**src/shared/ffr_pkg.sv**
```systemverilog
package ffr_pkg;

  // Register indices; byte address is four times the index
  localparam logic [5:0] IDX_CORE3    = 6'h0A;
  localparam logic [5:0] IDX_CORE4    = 6'h0B;
  localparam logic [5:0] IDX_CORE5    = 6'h0C;
  localparam logic [5:0] IDX_FLAGS0   = 6'h0D;
  localparam logic [5:0] IDX_FLAGS1   = 6'h0E;
  localparam logic [5:0] IDX_MASK     = 6'h0F;
  localparam logic [5:0] IDX_SWRST    = 6'h11;
  localparam logic [5:0] IDX_EVT_STAT = 6'h20;
  localparam logic [5:0] IDX_EVT_CLR  = 6'h21;
  localparam logic [5:0] IDX_EVT_EN   = 6'h22;
  localparam int         NUM_CORES    = 3;

  localparam logic [7:0] CTRL_RST  = 8'h91;
  localparam logic [7:0] MASK_RST  = 8'hF8;
  localparam logic [6:0] EVT_RST   = 7'h00;
  localparam int         LIM_MSB   = 7;
  localparam int         LIM_LSB   = 6;

  typedef enum logic [1:0] {
    ILIM_1P5A = 2'h0,
    ILIM_2P0A = 2'h1,
    ILIM_2P5A = 2'h2,
    ILIM_3P0A = 2'h3
  } ffr_ilim_t;

  localparam int F0_PG     = 2;
  localparam int F0_TEMP_H = 1;
  localparam int F1_ILOAD  = 5;
  localparam int F1_UNDERV = 4;
  localparam int F1_TWARN  = 3;
  localparam int F1_HEAT   = 2;
  localparam int F1_OVERV  = 1;
  localparam int F1_SHORT  = 0;
  localparam int F1_W      = 6;
  localparam int MSK_PG    = 2;
  localparam int MSK_OVERV = 1;
  localparam int MSK_SHORT = 0;
  localparam int EV_PG     = 6;
  localparam int EV_W      = 7;
  localparam int SWRST_BIT = 0;

  // Synchronised condition vector layout
  localparam int SY_PG     = 6;
  localparam int SY_TEMP_L = 7;
  localparam int SY_TEMP_H = 8;
  localparam int SY_W      = 9;

  typedef enum logic [1:0] {
    SR_IDLE  = 2'b01,
    SR_ARMED = 2'b10
  } ffr_srst_t;

endpackage : ffr_pkg

```
**src/rtl/ffr_sync.sv**
```systemverilog
`timescale 1ns/1ps
module ffr_sync #(
  parameter int W = 1
) (
  input  wire logic         clock_in,
  input  wire logic         rstn_in,
  input  wire logic [W-1:0] d_in,
  output logic      [W-1:0] q_out
);
  logic [W-1:0] meta_reg;
  logic [W-1:0] meta_next;
  logic [W-1:0] q_reg;
  logic [W-1:0] q_next;

  always_comb begin
    meta_next = d_in;
    q_next    = meta_reg;
  end

  always_ff @(posedge clock_in or negedge rstn_in) begin
    if (!rstn_in) begin
      meta_reg <= '0;
      q_reg    <= '0;
    end else begin
      meta_reg <= meta_next;
      q_reg    <= q_next;
    end
  end

  assign q_out = q_reg;
endmodule : ffr_sync

```
**src/rtl/ffr_regs.sv**
```systemverilog
// Our own choice: the APB register port.
`timescale 1ns/1ps
module ffr_regs
  import ffr_pkg::*;
(
  input  wire logic        clock_in,
  input  wire logic        rstn_in,
  input  wire logic        psel_in,
  input  wire logic        penable_in,
  input  wire logic        pwrite_in,
  input  wire logic [7:0]  paddr_in,
  input  wire logic [31:0] pwdata_in,
  output logic      [31:0] prdata_out,
  output logic             pready_out,
  output logic             pslverr_out,
  input  wire logic        power_fault_in,
  input  wire logic        overvoltage_in,
  input  wire logic        output_short_in,
  input  wire logic        heat_shutdown_in,
  input  wire logic        thermal_warning_in,
  input  wire logic        undervoltage_in,
  input  wire logic        load_data_ready_in,
  input  wire logic [1:0]  temp_band_in,
  output logic [1:0]       core3_current_limit_out,
  output logic [1:0]       core4_current_limit_out,
  output logic [1:0]       core5_current_limit_out,
  output logic             irq_n_out,
  output logic             irq_out
);

  logic [SY_W-1:0] cond_sync;
  logic [SY_W-1:0] cond_raw;

  // Analog detectors are asynchronous to the bus clock
  assign cond_raw = {temp_band_in, power_fault_in, load_data_ready_in,
                     undervoltage_in, thermal_warning_in,
                     heat_shutdown_in, overvoltage_in, output_short_in};

  ffr_sync #(
    .W (SY_W)
  ) u_sync (
    .clock_in (clock_in),
    .rstn_in  (rstn_in),
    .d_in     (cond_raw),
    .q_out    (cond_sync)
  );

  // Bus and control state
  logic [7:0]  ctrl_reg [NUM_CORES];
  logic [7:0]  ctrl_next [NUM_CORES];
  logic [7:0]  mask_reg;
  logic [7:0]  mask_next;
  logic [EV_W-1:0] evt_en_reg;
  logic [EV_W-1:0] evt_en_next;
  ffr_srst_t   srst_reg;
  ffr_srst_t   srst_next;
  logic [31:0] prdata_reg;
  logic [31:0] prdata_next;
  logic        pready_reg;
  logic        pready_next;
  logic        pslverr_reg;
  logic        pslverr_next;

  // Flag state
  logic [F1_W-1:0] flags1_reg;
  logic [F1_W-1:0] flags1_next;
  logic            pg_reg;
  logic            pg_next;
  logic            heat_q_reg;
  logic            heat_q_next;
  logic            iload_q_reg;
  logic            iload_q_next;
  logic [EV_W-1:0] evt_stat_reg;
  logic [EV_W-1:0] evt_stat_next;
  logic            irq_n_reg;
  logic            irq_n_next;
  logic            irq_reg;
  logic            irq_next;

  logic [5:0] idx;
  logic       acc;
  logic       fire;
  logic       wr;
  logic       mapped;
  logic       any_unmasked;

  assign idx  = paddr_in[7:2];
  assign acc  = psel_in & penable_in;
  assign fire = acc & pready_reg;
  assign wr   = fire & pwrite_in;

  always_comb begin
    case (idx)
      IDX_CORE3, IDX_CORE4, IDX_CORE5, IDX_FLAGS0, IDX_FLAGS1,
      IDX_MASK, IDX_SWRST, IDX_EVT_STAT, IDX_EVT_CLR,
      IDX_EVT_EN: mapped = 1'b1;
      default:    mapped = 1'b0;
    endcase
  end

  // Unmasked flags; only three flags carry a mask
  assign any_unmasked = (pg_reg & ~mask_reg[MSK_PG]) |
                        (flags1_reg[F1_OVERV] & ~mask_reg[MSK_OVERV]) |
                        (flags1_reg[F1_SHORT] & ~mask_reg[MSK_SHORT]) |
                        flags1_reg[F1_ILOAD] | flags1_reg[F1_UNDERV] |
                        flags1_reg[F1_TWARN] | flags1_reg[F1_HEAT];

  // Bus slave and control registers
  always_comb begin
    // One wait state: data is ready on the second access cycle
    pready_next  = acc & ~pready_reg;
    prdata_next  = prdata_reg;
    pslverr_next = 1'b0;
    mask_next    = mask_reg;
    evt_en_next  = evt_en_reg;
    srst_next    = srst_reg;
    for (int i = 0; i < NUM_CORES; i++) begin
      ctrl_next[i] = ctrl_reg[i];
    end
    if (acc & ~pready_reg) begin
      pslverr_next = ~mapped;
      prdata_next  = 32'h0000_0000;
      if (!pwrite_in) begin
        case (idx)
          IDX_CORE3, IDX_CORE4, IDX_CORE5:
            prdata_next[7:0] = ctrl_reg[2'(idx - IDX_CORE3)];
          IDX_FLAGS0: begin
            prdata_next[F0_PG] = pg_reg;
            prdata_next[F0_TEMP_H:0] =
              cond_sync[SY_TEMP_H:SY_TEMP_L];
          end
          IDX_FLAGS1:   prdata_next[F1_W-1:0] = flags1_reg;
          IDX_MASK:     prdata_next[7:0] = mask_reg;
          IDX_SWRST:    prdata_next[SWRST_BIT] = (srst_reg == SR_ARMED);
          IDX_EVT_STAT: prdata_next[EV_W-1:0] = evt_stat_reg;
          IDX_EVT_EN:   prdata_next[EV_W-1:0] = evt_en_reg;
          default:      prdata_next = 32'h0000_0000;
        endcase
      end
    end
    if (wr) begin
      case (idx)
        IDX_CORE3, IDX_CORE4, IDX_CORE5:
          ctrl_next[2'(idx - IDX_CORE3)] = pwdata_in[7:0];
        IDX_MASK:   mask_next   = pwdata_in[7:0];
        IDX_EVT_EN: evt_en_next = pwdata_in[EV_W-1:0];
        default: ;
      endcase
    end
    // Soft reset: write one then zero; flags are left alone
    case (srst_reg)
      SR_IDLE: begin
        if (wr && idx == IDX_SWRST && pwdata_in[SWRST_BIT]) begin
          srst_next = SR_ARMED;
        end
      end
      SR_ARMED: begin
        if (wr && idx == IDX_SWRST && !pwdata_in[SWRST_BIT]) begin
          srst_next = SR_IDLE;
          mask_next = MASK_RST;
          for (int i = 0; i < NUM_CORES; i++) begin
            ctrl_next[i] = CTRL_RST;
          end
        end
      end
      default: srst_next = SR_IDLE;
    endcase
  end

  always_ff @(posedge clock_in or negedge rstn_in) begin
    if (!rstn_in) begin
      for (int i = 0; i < NUM_CORES; i++) begin
        ctrl_reg[i] <= CTRL_RST;
      end
      mask_reg    <= MASK_RST;
      evt_en_reg  <= EVT_RST;
      srst_reg    <= SR_IDLE;
      prdata_reg  <= 32'h0000_0000;
      pready_reg  <= 1'b0;
      pslverr_reg <= 1'b0;
    end else begin
      for (int i = 0; i < NUM_CORES; i++) begin
        ctrl_reg[i] <= ctrl_next[i];
      end
      mask_reg    <= mask_next;
      evt_en_reg  <= evt_en_next;
      srst_reg    <= srst_next;
      prdata_reg  <= prdata_next;
      pready_reg  <= pready_next;
      pslverr_reg <= pslverr_next;
    end
  end

  // Flags, event status and interrupt lines
  always_comb begin
    logic [F1_W-1:0] set1;
    logic [F1_W-1:0] keep1;
    logic            keep_pg;
    logic [EV_W-1:0] ev;
    logic [EV_W-1:0] keep_ev;
    set1    = '0;
    keep1   = '1;
    keep_pg = 1'b1;
    keep_ev = '1;
    ev      = '0;
    // Level-set flags reassert while the fault persists
    set1[F1_SHORT] = cond_sync[F1_SHORT];
    set1[F1_OVERV] = cond_sync[F1_OVERV];
    set1[F1_TWARN] = cond_sync[F1_TWARN];
    set1[F1_UNDERV] = cond_sync[F1_UNDERV];
    // Edge-set flags: a persisting condition cannot reassert
    set1[F1_HEAT]  = cond_sync[F1_HEAT] & ~heat_q_reg;
    set1[F1_ILOAD] = cond_sync[F1_ILOAD] & ~iload_q_reg;
    if (wr && idx == IDX_FLAGS1) begin
      keep1 = pwdata_in[F1_W-1:0];
    end
    if (wr && idx == IDX_FLAGS0) begin
      keep_pg = pwdata_in[F0_PG];
    end
    // Set beats a same-cycle clear
    flags1_next  = (flags1_reg & keep1) | set1;
    pg_next      = (pg_reg & keep_pg) | cond_sync[SY_PG];
    heat_q_next  = cond_sync[F1_HEAT];
    iload_q_next = cond_sync[F1_ILOAD];
    ev = {pg_next & ~pg_reg, flags1_next & ~flags1_reg};
    if (wr && idx == IDX_EVT_CLR) begin
      keep_ev = ~pwdata_in[EV_W-1:0];
    end
    evt_stat_next = (evt_stat_reg & keep_ev) | ev;
    irq_n_next    = ~any_unmasked;
    irq_next      = |(evt_stat_reg & evt_en_reg);
  end

  // Flags survive soft reset; power-on or a written zero clears them
  always_ff @(posedge clock_in or negedge rstn_in) begin
    if (!rstn_in) begin
      flags1_reg   <= '0;
      pg_reg       <= 1'b0;
      heat_q_reg   <= 1'b0;
      iload_q_reg  <= 1'b0;
      evt_stat_reg <= EVT_RST;
      irq_n_reg    <= 1'b1;
      irq_reg      <= 1'b0;
    end else begin
      flags1_reg   <= flags1_next;
      pg_reg       <= pg_next;
      heat_q_reg   <= heat_q_next;
      iload_q_reg  <= iload_q_next;
      evt_stat_reg <= evt_stat_next;
      irq_n_reg    <= irq_n_next;
      irq_reg      <= irq_next;
    end
  end

  assign prdata_out  = prdata_reg;
  assign pready_out  = pready_reg;
  assign pslverr_out = pslverr_reg;
  assign irq_n_out   = irq_n_reg;
  assign irq_out     = irq_reg;
  assign core3_current_limit_out = ctrl_reg[0][LIM_MSB:LIM_LSB];
  assign core4_current_limit_out = ctrl_reg[1][LIM_MSB:LIM_LSB];
  assign core5_current_limit_out = ctrl_reg[2][LIM_MSB:LIM_LSB];
endmodule : ffr_regs

```
**config.mk**
```make
export PLATFORM = sky130hd
export DESIGN_NAME = ffr_regs
export DESIGN_NICKNAME = d
export VERILOG_FILES = /design/src/shared/ffr_pkg.sv /design/src/rtl/ffr_sync.sv /design/src/rtl/ffr_regs.sv
export SDC_FILE = /design/constraint.sdc
export NUM_CORES = 1
export LEC_CHECK = 0
export BUFFER_PORTS_ARGS = -buffer_cell sky130_fd_sc_hd__buf_2
export CORE_UTILIZATION = 49
export DETAILED_ROUTE_END_ITERATION = 10
export HOLD_SLACK_MARGIN = 0.03
export PLACE_DENSITY = 0.77
export SLEW_MARGIN = 10
export SYNTH_ARGS = -nofsm -noshare
export SYNTH_HDL_FRONTEND = slang
export SYNTH_SLANG_ARGS = --single-unit
```
**constraint.sdc**
```tcl
create_clock -name clock_in -period 1.4 [get_ports clock_in]
set_input_delay 0.28 -clock clock_in [delete_from_list [all_inputs] [get_ports clock_in]]
set_output_delay 0.28 -clock clock_in [all_outputs]
set_load 0.02 [all_outputs]
```
# == Word-level counts from Yosys, hierarchy flattened ==
# Index checks and enable logic that the tools add are counted.
# W data, S select, Z words.
# classes
n_addsub,1
mul,0
div_mod_pow,0
n_lt_le_gt_ge,2
n_eq_ne,14
shifts,0
mux,28
bitwise_logic,36
n_reduce_logical,13
# op_table
cell,n
$mux W24,4
$mux W8,8
$eq A6 B4 Y1 const B,6
$bwmux W24,1
$eq A6 B6 Y1 const B,3
$bmux W8 S2,1
$demux W8 S2,1
$pmux W3 S5,1
$and A7 B7 Y7,2
$and A6 B6 Y6,2
$pmux W2 S6,1
$and A1 B1 Y1,11
$reduce_or A10 Y1,1
$not A1 Y1,9
$logic_and A1 B1 Y1,7
$mux W7,1
$not A7 Y7,1
$or A1 B1 Y1,7
$or A7 B7 Y7,1
$pmux W1 S7,1
$reduce_or A7 Y1,1
$eq A6 B5 Y1 const B,1
$mux W6,1
$not A6 Y6,1
other kinds (17),21
# totals
regBits,111
latchBits,0
mem_bits_rw,0
rom_bits,0
input_bits,54
out_inout_bits,42
word_cells,112
mem_count,0

# == Logic depth before layout (Yosys ltp) ==
# Gate-level depths: netlist (run 1).
# logic_depth
ltp_word,11
depth_mapped,8
depth_no_buf,5

# == Cells and area by module ==
# From an unflattened synthesis (run 1), not the netlist that was laid out.
# unflattened
hier_cells,356
area_unflattened_um2,4011.3
# modules_own_cells
module,n_inst,cells_each,area_per_inst_um2,seq_area_each_um2
ffr_regs,1,338,3560.9,1746.7
ffr_sync,1,18,450.4,450.4

# == Worst setup path before layout (run 1) ==
# Ideal clock, no wire load.
# synth_timing
path_kind,reg2reg
start,register pready_reg (netlist: pready_out)
end,"register ctrl_reg, in the netlist core5_current_limit_out[0]"
setup_time_ns,0.131
t_arrival_ns,1.577
slack_ns,-0.308
stages_incl_launch_ff,5
synth_period_minus_slack_ns,1.708
path_cell_list,dfrtp_1 nand4_4 nor4_4 mux2i_1 nor2_1
# synth_rtl
item,line_no,source
from (decl),ffr_regs.sv:59,logic pready_reg;
from (signal assigned),ffr_regs.sv:189,pready_reg <= pready_next;
"to (signal, indexed assignment)",ffr_regs.sv:183,ctrl_reg[i] <= ctrl_next[i];
to (decl),ffr_regs.sv:49,logic [7:0] ctrl_reg [NUM_CORES];

# == Worst setup path in the final report (run 1) ==
# layout_timing
start,input paddr_in[4]
end,register prdata_reg[0] (netlist: prdata_out[0])
# layout_between
elab_chain_cells,4
word_cells_on_any_way,12
# layout_lines
item,line_no,source
from (decl),ffr_regs.sv:11,"input wire logic [7:0] paddr_in,"
$eq A6 B4 Y1,ffr_regs.sv:124,case (idx)
$reduce_or A3 Y1,ffr_regs.sv:124,
$pmux W1 S7 *,ffr_regs.sv:124,
$mux W8 *,ffr_regs.sv:123,if (!pwrite_in) begin
to (signal assigned),ffr_regs.sv:188,prdata_reg <= prdata_next;
to (decl),ffr_regs.sv:57,logic [31:0] prdata_reg;
# Every way passes the cells marked *; elsewhere a longest branch is shown, timed or not.
# A chain may end at the register's enable or synchronous reset.

==> results of run 1 <==
==> per-layer routing <==
layer	track usage, %	up-vias	wire length, um
li1	-	1394	-
met1	31.3	1524	4250
met2	38.0	105	4570
met3	5.12	22	441
met4	9.74	0	268
met5	0	-	0
==> synth_stat cells (3+ instances only) <==
cell and count:
a21oi_1 4, a22o_1 10, a22oi_1 17, buf_2 5
buf_4 31, buf_6 3, clkbuf_1 4, dfrtp_1 71
dfstp_2 16, inv_1 8, mux2_2 15, mux2i_1 34
nand2_1 35, nand2b_1 7, nand3_1 4, nor2_1 21
nor2_2 7, nor3_4 6, o21ai_0 12
==> through the flow <==
| stage | instance area [um^2] | setup TNS (ps) | total power [mW] | worst slack, ps | hold WS, ps |
|---|---|---|---|---|---|
| after floorplan | 4250 | -8440 | 2.91 | -281 | -15.6 |
| after global placement | 4730 | -17520 | 3.05 | -362 | 201 |
| after detailed placement | 4730 | -19130 | 3.06 | -394 | 203 |
| after CTS | 5160 | -955 | 4.75 | -63.1 | 191 |
| after global routing | 5230 | -3820 | 4.91 | -150 | 194 |
| final | 5230 | -1460 | 4.72 | -110 | 202 |
==> power groups by stage <==
stage                     registers [mW]  logic, mW  clock network, mW
after CTS                           2.61      0.453               1.68
after detailed placement            2.66      0.404                  0
after global routing                2.62      0.498               1.79
final                               2.61      0.462               1.64
after floorplan                     2.66      0.251                  0
after global placement              2.66      0.395                  0
==> critical path: stages <==
cell and delay (ps):
buf_8 110, or4b_4 600, nor3_4 360, buf_4 170, a222oi_1 60, a22oi_1 200
==> timing repair <==
| action | CTS | global route |
|---|---|---|
| setup endpoints to repair | 48 | 61 |
| pin swaps | 9 | 13 |
| setup buffers | 4 | 0 |
| hold endpoints to repair | 30 | 0 |
| hold buffers | 10 | 0 |
| gates resized for setup | 29 | 17 |
==> kinds of logic (layout without fill, tap and decap cells) <==
kind of cell | after synthesis | in the layout | share of synthesized area (%)
flip-flops | 87 | 87 | 53.4
multiplexers | 49 | 49 | 12.4
AO/OA/AOI/OAI | 61 | 61 | 11.0
AND/OR/NAND/NOR | 102 | 102 | 14.9
other | 1 | 24 | 0.0911
buffers and inverters | 51 | 131 | 8.18
==> final cells by class <==
cell class                 count  share of cell area (%)
clock inverter                 4                   0.550
timing repair buffer         107                    16.4
inverter                       8                   0.574
sequential                    87                    42.0
multi-input combinational    236                    35.0
tap                          105                    2.51
clock buffer                  12                    2.97
==> worst paths after layout <==
check                                              to  slack, ps
setup / recovery                        prdata_out[0]       -110
hold / removal             core3_current_limit_out[1]        200
setup reg to reg                         ctrl_reg[16]        -70
hold reg to reg                       u_sync.q_out[5]        350
max in group asynchronous                 srst_reg[0]        490
min in group asynchronous             u_sync.q_out[6]        360
==> impl_metrics.json, run 1 <==
{
  "ys_top_cells_by_area": "dfrtp_1, dfstp_2, mux2i_1",
  "fp.dieW_um": 93.6,
  "nets": 503,
  "largest_reg_flops": 18,
  "power.density_nw_per_um2": 902,
  "finalCriticalPeriod_ps": 1510,
  "violations": "negative setup slack",
  "ys_types": 51,
  "dieHeight_um": 93.6,
  "area_growth_pct": 27.1,
  "maxSlewViolCount": 0,
  "wl_per_cell_um": 17.0,
  "ir_drop_mv": 0.540,
  "synth_edf_count": 0,
  "internal_power_mw": 3.50,
  "status": "finished with violations",
  "layout_commonest_cell": "dfrtp_1",
  "fmax_mhz": 662,
  "seqPwrFrac_pct": 55.4,
  "swShare_pct": 25.7,
  "grt_overflow": 0,
  "gp_congestion": 0.902,
  "setup_viol": 34,
  "clkPwrFrac_pct": 34.8,
  "syn_inst": 351,
  "htreeDepth": 3,
  "rows": 33,
  "drtIter0Drc": 255,
  "hold_viol": 0,
  "ant_nets": 0,
  "leakage_nw": 2.46,
  "crit_fanout": 5,
  "crit_start": "paddr_in[4]",
  "synth_top_area_share_pct": 43.2,
  "grt_antenna_before_repair": 0,
  "vias": 3045,
  "max_cap_violations": 0,
  "core_area_um2": 8180,
  "routed_wl_um": 9520,
  "end_kind": "flip-flop",
  "cts_buffers": 9,
  "clk_path_buf_depth": 2,
  "grt_pass1_vias": 3015,
  "avgViaCountPerCell": 5.45,
  "regArea_um2": 2200,
  "r2r_start": "pready_out",
  "utilization_pct": 64.0,
  "hold_path_class": "input port to flip-flop",
  "start_util_pct": 50.3,
  "skew_ps": 4.10,
  "period_share_pct": 108,
  "layout_common_cells": "dfrtp_1, buf_4, buf_2",
  "drc_errors": 0,
  "final_cells": 559,
  "power.switching_mw": 1.21,
  "ys_seq_area_share_pct": 53.4,
  "cts_sinks": 87,
  "worstPathRequired_ps": 1670,
  "r2r_cells": 6,
  "dieArea_um2": 8770,
  "rsz0062_at_grt": "true",
  "synthArstFlopShare_pct": 100,
  "layout-drive-gt1-share_pct": 41.9,
  "path_clk_slew_ps": 80,
  "n_antenna_cell": 0,
  "yosys_warnings": 0,
  "synth_area_um2": 4120,
  "dr.pass1.iters": 5,
  "clk_latency_ps": 360,
  "grt_max_degree": 37,
  "setup_ws_ps": -110,
  "comb_power_share_pct": 9.8,
  "multi_input_area_um2": 1830,
  "dp_hpwl_um": 6940,
  "io_pins": 96,
  "worst-setup-path-type": "input port to flip-flop",
  "dp.cells": 529,
  "cp.arrival_ps": 1780,
  "root_buffer": "clkbuf_8",
  "grt_pass1_wl_um": 15300,
  "hold_path_depth": 3,
  "synth.ff_latch_count": 87,
  "cts_tree": "yes",
  "port_buffers": 45,
  "fillers": 616,
  "ys.flop_type": "dfrtp_1",
  "synth_area_leader_cell": "dfrtp_1",
  "syn_avg_cell_area_um2": 11.7,
  "grt_util_all_layers_pct": 23.7,
  "hold_start": "pwdata_in[7]",
  "worst_setup_path_start_kind": "input port"
}
No activity file was read; power rests on OpenSTA's default activity.
==> inputs of run 2 (changes only) <==
--- a/config.mk
+++ b/config.mk
@@ -6,10 +6,10 @@
 export NUM_CORES = 1
 export LEC_CHECK = 0
 export BUFFER_PORTS_ARGS = -buffer_cell sky130_fd_sc_hd__buf_2
-export CORE_UTILIZATION = 49
+export CORE_UTILIZATION = 54
 export DETAILED_ROUTE_END_ITERATION = 10
 export HOLD_SLACK_MARGIN = 0.03
-export PLACE_DENSITY = 0.77
+export PLACE_DENSITY = 0.8
 export SLEW_MARGIN = 10
 export SYNTH_ARGS = -nofsm -noshare
 export SYNTH_HDL_FRONTEND = slang
==> constraint.sdc (replaced) <==
create_clock -name clock_in -period 1.7 [get_ports clock_in]
set_input_delay 0.34 -clock clock_in [delete_from_list [all_inputs] [get_ports clock_in]]
set_output_delay 0.34 -clock clock_in [all_outputs]
set_load 0.02 [all_outputs]
==> impl_metrics.json, run 2 (synthesized netlist as in run 1, its figures left out) <==
{
  "clk_path_buf_depth": 2,
  "grt_antenna_before_repair": 0,
  "crit_path_max_incr_delay_ps": 410,
  "clk_latency_ps": 370,
  "nets": 478,
  "htreeDepth": 3,
  "cts_setup_buffers": 0,
  "cts_tree": "yes",
  "dieHeight_um": 89.3,
  "timing.hold.ws_ps": 70.5,
  "core_area_um2": 7290,
  "seqPwrFrac_pct": 50.9,
  "n_antenna_cell": 0,
  "critPathSlowestCell": "a221oi_1",
  "setup_ws_ps": 112,
  "dr.pass1.iters": 4,
  "r2r_end": "prdata_out[1]",
  "critPathTopFamily": "compound AO/OA/AOI/OAI gates",
  "r2r_start": "ctrl_reg[17]",
  "layout_commonest_cell": "dfrtp_1",
  "path_clk_slew_ps": 90,
  "dieArea_um2": 7970,
  "power.density_nw_per_um2": 869,
  "worst-setup-path-type": "flip-flop to flip-flop",
  "crit_fanout": 2,
  "rows": 31,
  "io_pins": 96,
  "fmax_mhz": 630,
  "maxSlewViolCount": 0,
  "layout-drive-gt1-share_pct": 35.2,
  "dp_hpwl_um": 6130,
  "port_buffers": 45,
  "status": "completed",
  "routed_wl_um": 8910,
  "drc_errors": 0,
  "layout_common_cells": "dfrtp_1, buf_2, mux2i_1, nand2_1, buf_4",
  "leakage_nw": 2.33,
  "setup_viol": 0,
  "grt_pass1_vias": 2958,
  "crit_chain": "mux2_2 > a22oi_1 > o32ai_1 > a221oi_1 > o21ai_0",
  "hold_viol": 0,
  "drtIter0Drc": 199,
  "internal_power_mw": 3.22,
  "grt_util_all_layers_pct": 24.8,
  "placed_area_um2": 4600,
  "stdcell_area_um2": 4860,
  "hold_path_depth": 1,
  "swShare_pct": 23.9,
  "grt_overflow": 0,
  "hold_path_class": "input port to flip-flop",
  "clkPwrFrac_pct": 41.6,
  "comb_power_share_pct": 7.5,
  "hold_start": "load_data_ready_in",
  "worstPathRequired_ps": 1940,
  "largest_reg_flops": 18,
  "max_slew_margin_pct": 66.5,
  "end_kind": "flip-flop",
  "cp.arrival_ps": 1830,
  "avgViaCountPerCell": 5.50,
  "area_growth_pct": 18.2,
  "max_cap_violations": 0,
  "worst-path-buf-inv": 0,
  "vias": 2906,
  "start_util_pct": 56.4,
  "ir_drop_mv": 0.572,
  "power.switching_mw": 1.01,
  "preCtsSetupSlack_ps": -248,
  "ant_nets": 0,
  "finalPower_mw": 4.23,
  "skew_ps": 9.89,
  "tightest_slew_ps": 501,
  "root_buffer": "clkbuf_8",
  "whs_endpoint": "u_sync.meta_reg[5]",
  "fp.dieW_um": 89.3,
  "gp_congestion": 0.926,
  "period_share_pct": 93.4,
  "wl_per_cell_um": 16.9,
  "r2r_cells": 5,
  "grt_pass1_wl_um": 14400,
  "cts_buffers": 9,
  "worst_setup_path_start_kind": "flip-flop",
  "r2r_slack_ps": 110,
  "cts_sinks": 87,
  "finalCriticalPeriod_ps": 1590,
  "grt_max_degree": 88,
  "rsz0062_at_grt": "false"
}
-- run 2: cell count changes in the layout (fill, tap and decap cells not counted), moves of 9 or more --
cell	change
a22oi_1	+10
a22oi_2	-10
buf_4	-10
dlygate4sd3_1	-9
-- run 2: layout make-up --
type                       count  area (um^2)
sequential                    87         2200
timing repair buffer          82          583
tap                           99          124
inverter                       8         30.0
clock buffer                  10          128
fill                         550         2430
multi-input combinational    236         1680
clock inverter                 6          119
-- run 2: timing repair --
action | in CTS | in global routing
setup endpoints to repair | 0 | 2
hold buffers | 1 | 0
resized for setup | 0 | 2
hold endpoints to repair | 43 | 0
-- run 2: per-stage QoR --
stage / TNS (ps) / utilization [%] / instances
final: 0 / 66.7 / 528
after global routing: 0 / 66.7 / 528
after CTS: 0 / 66.6 / 528
after detailed placement: -7400 / 63.1 / 511
after global placement: -5120 / 63.1 / 511
after floorplan: -284 / - / 374
-- run 2: worst max-delay path by stage --
stage	slack, ps	endpoint	start	cells after the start
after floorplan	-40	evt_en_reg[1]	paddr_in[5]	4
after global placement	-190	prdata_out[4]	paddr_in[2]	7
after detailed placement	-250	flags1_reg[4]	paddr_in[2]	7
after CTS	120	prdata_out[2]	ctrl_reg[18]	5
after global routing	20	prdata_out[1]	ctrl_reg[17]	5
final	110	prdata_out[1]	ctrl_reg[17]	5
-- run 2: power by group through the flow --
| stage | combinational [mW] | clock, mW | sequential (mW) |
|---|---|---|---|
| finish | 0.317 | 1.76 | 2.15 |
| global route | 0.351 | 1.86 | 2.16 |
| CTS | 0.318 | 1.78 | 2.15 |
| detailed placement | 0.314 | 0 | 2.19 |
| global placement | 0.307 | 0 | 2.19 |
| floorplan | 0.201 | 0 | 2.19 |
-- run 2: routing by layer --
metal / wire, um / GRT usage (%)
met1: 3830 / 31.2
met2: 4250 / 40.0
met3: 567 / 5.45
met4: 252 / 13.7
met5: 0 / 0
==> inputs of run 3 (changes only) <==
--- a/config.mk
+++ b/config.mk
@@ -10,6 +10,7 @@
 export DETAILED_ROUTE_END_ITERATION = 10
 export HOLD_SLACK_MARGIN = 0.03
 export PLACE_DENSITY = 0.8
+export REMOVE_ABC_BUFFERS = 1
 export SLEW_MARGIN = 10
 export SYNTH_ARGS = -nofsm -noshare
 export SYNTH_HDL_FRONTEND = slang
==> impl_metrics.json, run 3 (synthesized netlist as in run 1, its figures left out) <==
{
  "crit_chain": "buf_2 > or4b_1 > buf_4 > nor3_4 > a22oi_1 > o211ai_1 > a22o_1",
  "max_cap_violations": 0,
  "grt_antenna_before_repair": 0,
  "drtIter0Drc": 211,
  "fp.dieW_um": 89.3,
  "routed_wl_um": 8860,
  "dieHeight_um": 89.3,
  "hold_start": "undervoltage_in",
  "area_growth_pct": 17.3,
  "avgViaCountPerCell": 5.48,
  "hold_path_class": "input port to flip-flop",
  "hold_viol": 0,
  "crit_fanout": 7,
  "layout_commonest_cell": "dfrtp_1",
  "clk_path_buf_depth": 2,
  "cp.arrival_ps": 1970,
  "r2r_cells": 5,
  "start_util_pct": 56.4,
  "crit_start": "paddr_in[5]",
  "period_share_pct": 98.5,
  "fmax_mhz": 597,
  "timing.setup.tns_ps": 0,
  "layout-drive-gt1-share_pct": 35.3,
  "r2r_end": "mask_reg[7]",
  "crit_path_max_incr_delay_ps": 530,
  "largest_reg_flops": 18,
  "clk_latency_ps": 360,
  "cts_buffers": 9,
  "port_buffers": 45,
  "dieArea_um2": 7970,
  "whs_endpoint": "u_sync.meta_reg[4]",
  "dp_hpwl_um": 6460,
  "grt_overflow": 0,
  "maxSlewViolCount": 0,
  "ir_drop_mv": 0.574,
  "r2r_start": "pready_out",
  "rsz0062_at_grt": "true",
  "power.density_nw_per_um2": 820,
  "grt_util_all_layers_pct": 24.5,
  "worst_setup_path_start_kind": "input port",
  "wl_per_cell_um": 16.8,
  "end_kind": "flip-flop",
  "htreeDepth": 3,
  "placed_area_um2": 4600,
  "setup_viol": 0,
  "worstPathRequired_ps": 2000,
  "vias": 2901,
  "status": "completed",
  "worst-setup-path-type": "input port to flip-flop",
  "stdcell_area_um2": 4830,
  "finalCriticalPeriod_ps": 1670,
  "gp_congestion": 0.918,
  "skew_ps": 10.4,
  "r2r_slack_ps": 100,
  "grt_pass1_wl_um": 14000,
  "drc_errors": 0,
  "core_area_um2": 7290,
  "layout_common_cells": "dfrtp_1, buf_2, nand2_1",
  "grt_pass1_vias": 2751,
  "n_antenna_cell": 0,
  "io_pins": 96,
  "dr.pass1.iters": 5,
  "nets": 479,
  "cts_setup_buffers": 0,
  "cts_sinks": 87,
  "hold_path_depth": 1,
  "leakage_nw": 2.31,
  "critPathSlowestCell": "or4b_1",
  "path_clk_slew_ps": 90,
  "ant_nets": 0,
  "rows": 31,
  "root_buffer": "clkbuf_8",
  "cts_tree": "yes",
  "grt_max_degree": 35
}
run 3: how the worst max path moves through the flow:
stage | end | slack [ps] | depth (start not counted)
2_1_floorplan | evt_en_reg[0] | -100 | 3
3_3_place_gp | prdata_out[6] | -220 | 7
3_5_place_dp | prdata_out[6] | -300 | 7
4_1_cts | prdata_out[6] | 70 | 7
5_1_grt | prdata_out[6] | -20 | 7
6_report | prdata_out[6] | 30 | 7
run 3: per-layer routing:
metal	up-vias	track usage [%]	part of all wire [%]	routed length [um]
met4	0	11.5	2.0	179
met2	103	38.4	48	4280
met3	11	4.71	5.4	480
met5	-	0	0	0
met1	1443	33.2	44	3920
li1	1344	-	-	-
run 3: layout make-up:
type                            count  area [um^2]
Timing Repair Buffer               83          591
Tap cell                           99          124
Multi-Input combinational cell    236         1680
Inverter                            8         30.0
Clock inverter                      7         80.1
Sequential cell                    87         2200
Fill cell                         545         2460
Clock buffer                        9          124
run 3: worst max-delay path: cells and delay by family:
kind            cells  cell delay [ps]
buf+inv             2              290
simple gates        2              840
compound gates      3              490
run 3: stage by stage:
stage                     std cells  util [%]  power (mW)  hold slack, ps  setup slack (ps)
after floorplan                 331         -        2.31            44.4             -95.1
after global placement          512      63.1        2.50             309              -217
after detailed placement        512      63.1        2.51             316              -299
after CTS                       529      66.0        3.98            66.9              74.5
after global routing            529      66.2        4.11            58.3             -15.3
final                           529      66.2        3.96            77.1              25.4
run 3: where the power goes:
part	internal, mW	switching (mW)
registers	2.12	0.0285
clock network	0.697	0.789
logic	0.109	0.214
total	2.93	1.03
run 3: what timing repair did:
action / CTS / global route
endpoints found under the hold margin: 27 / 0
endpoints found under the setup margin: 0 / 3
gates resized for setup: 0 / 3
hold buffers: 1 / 0
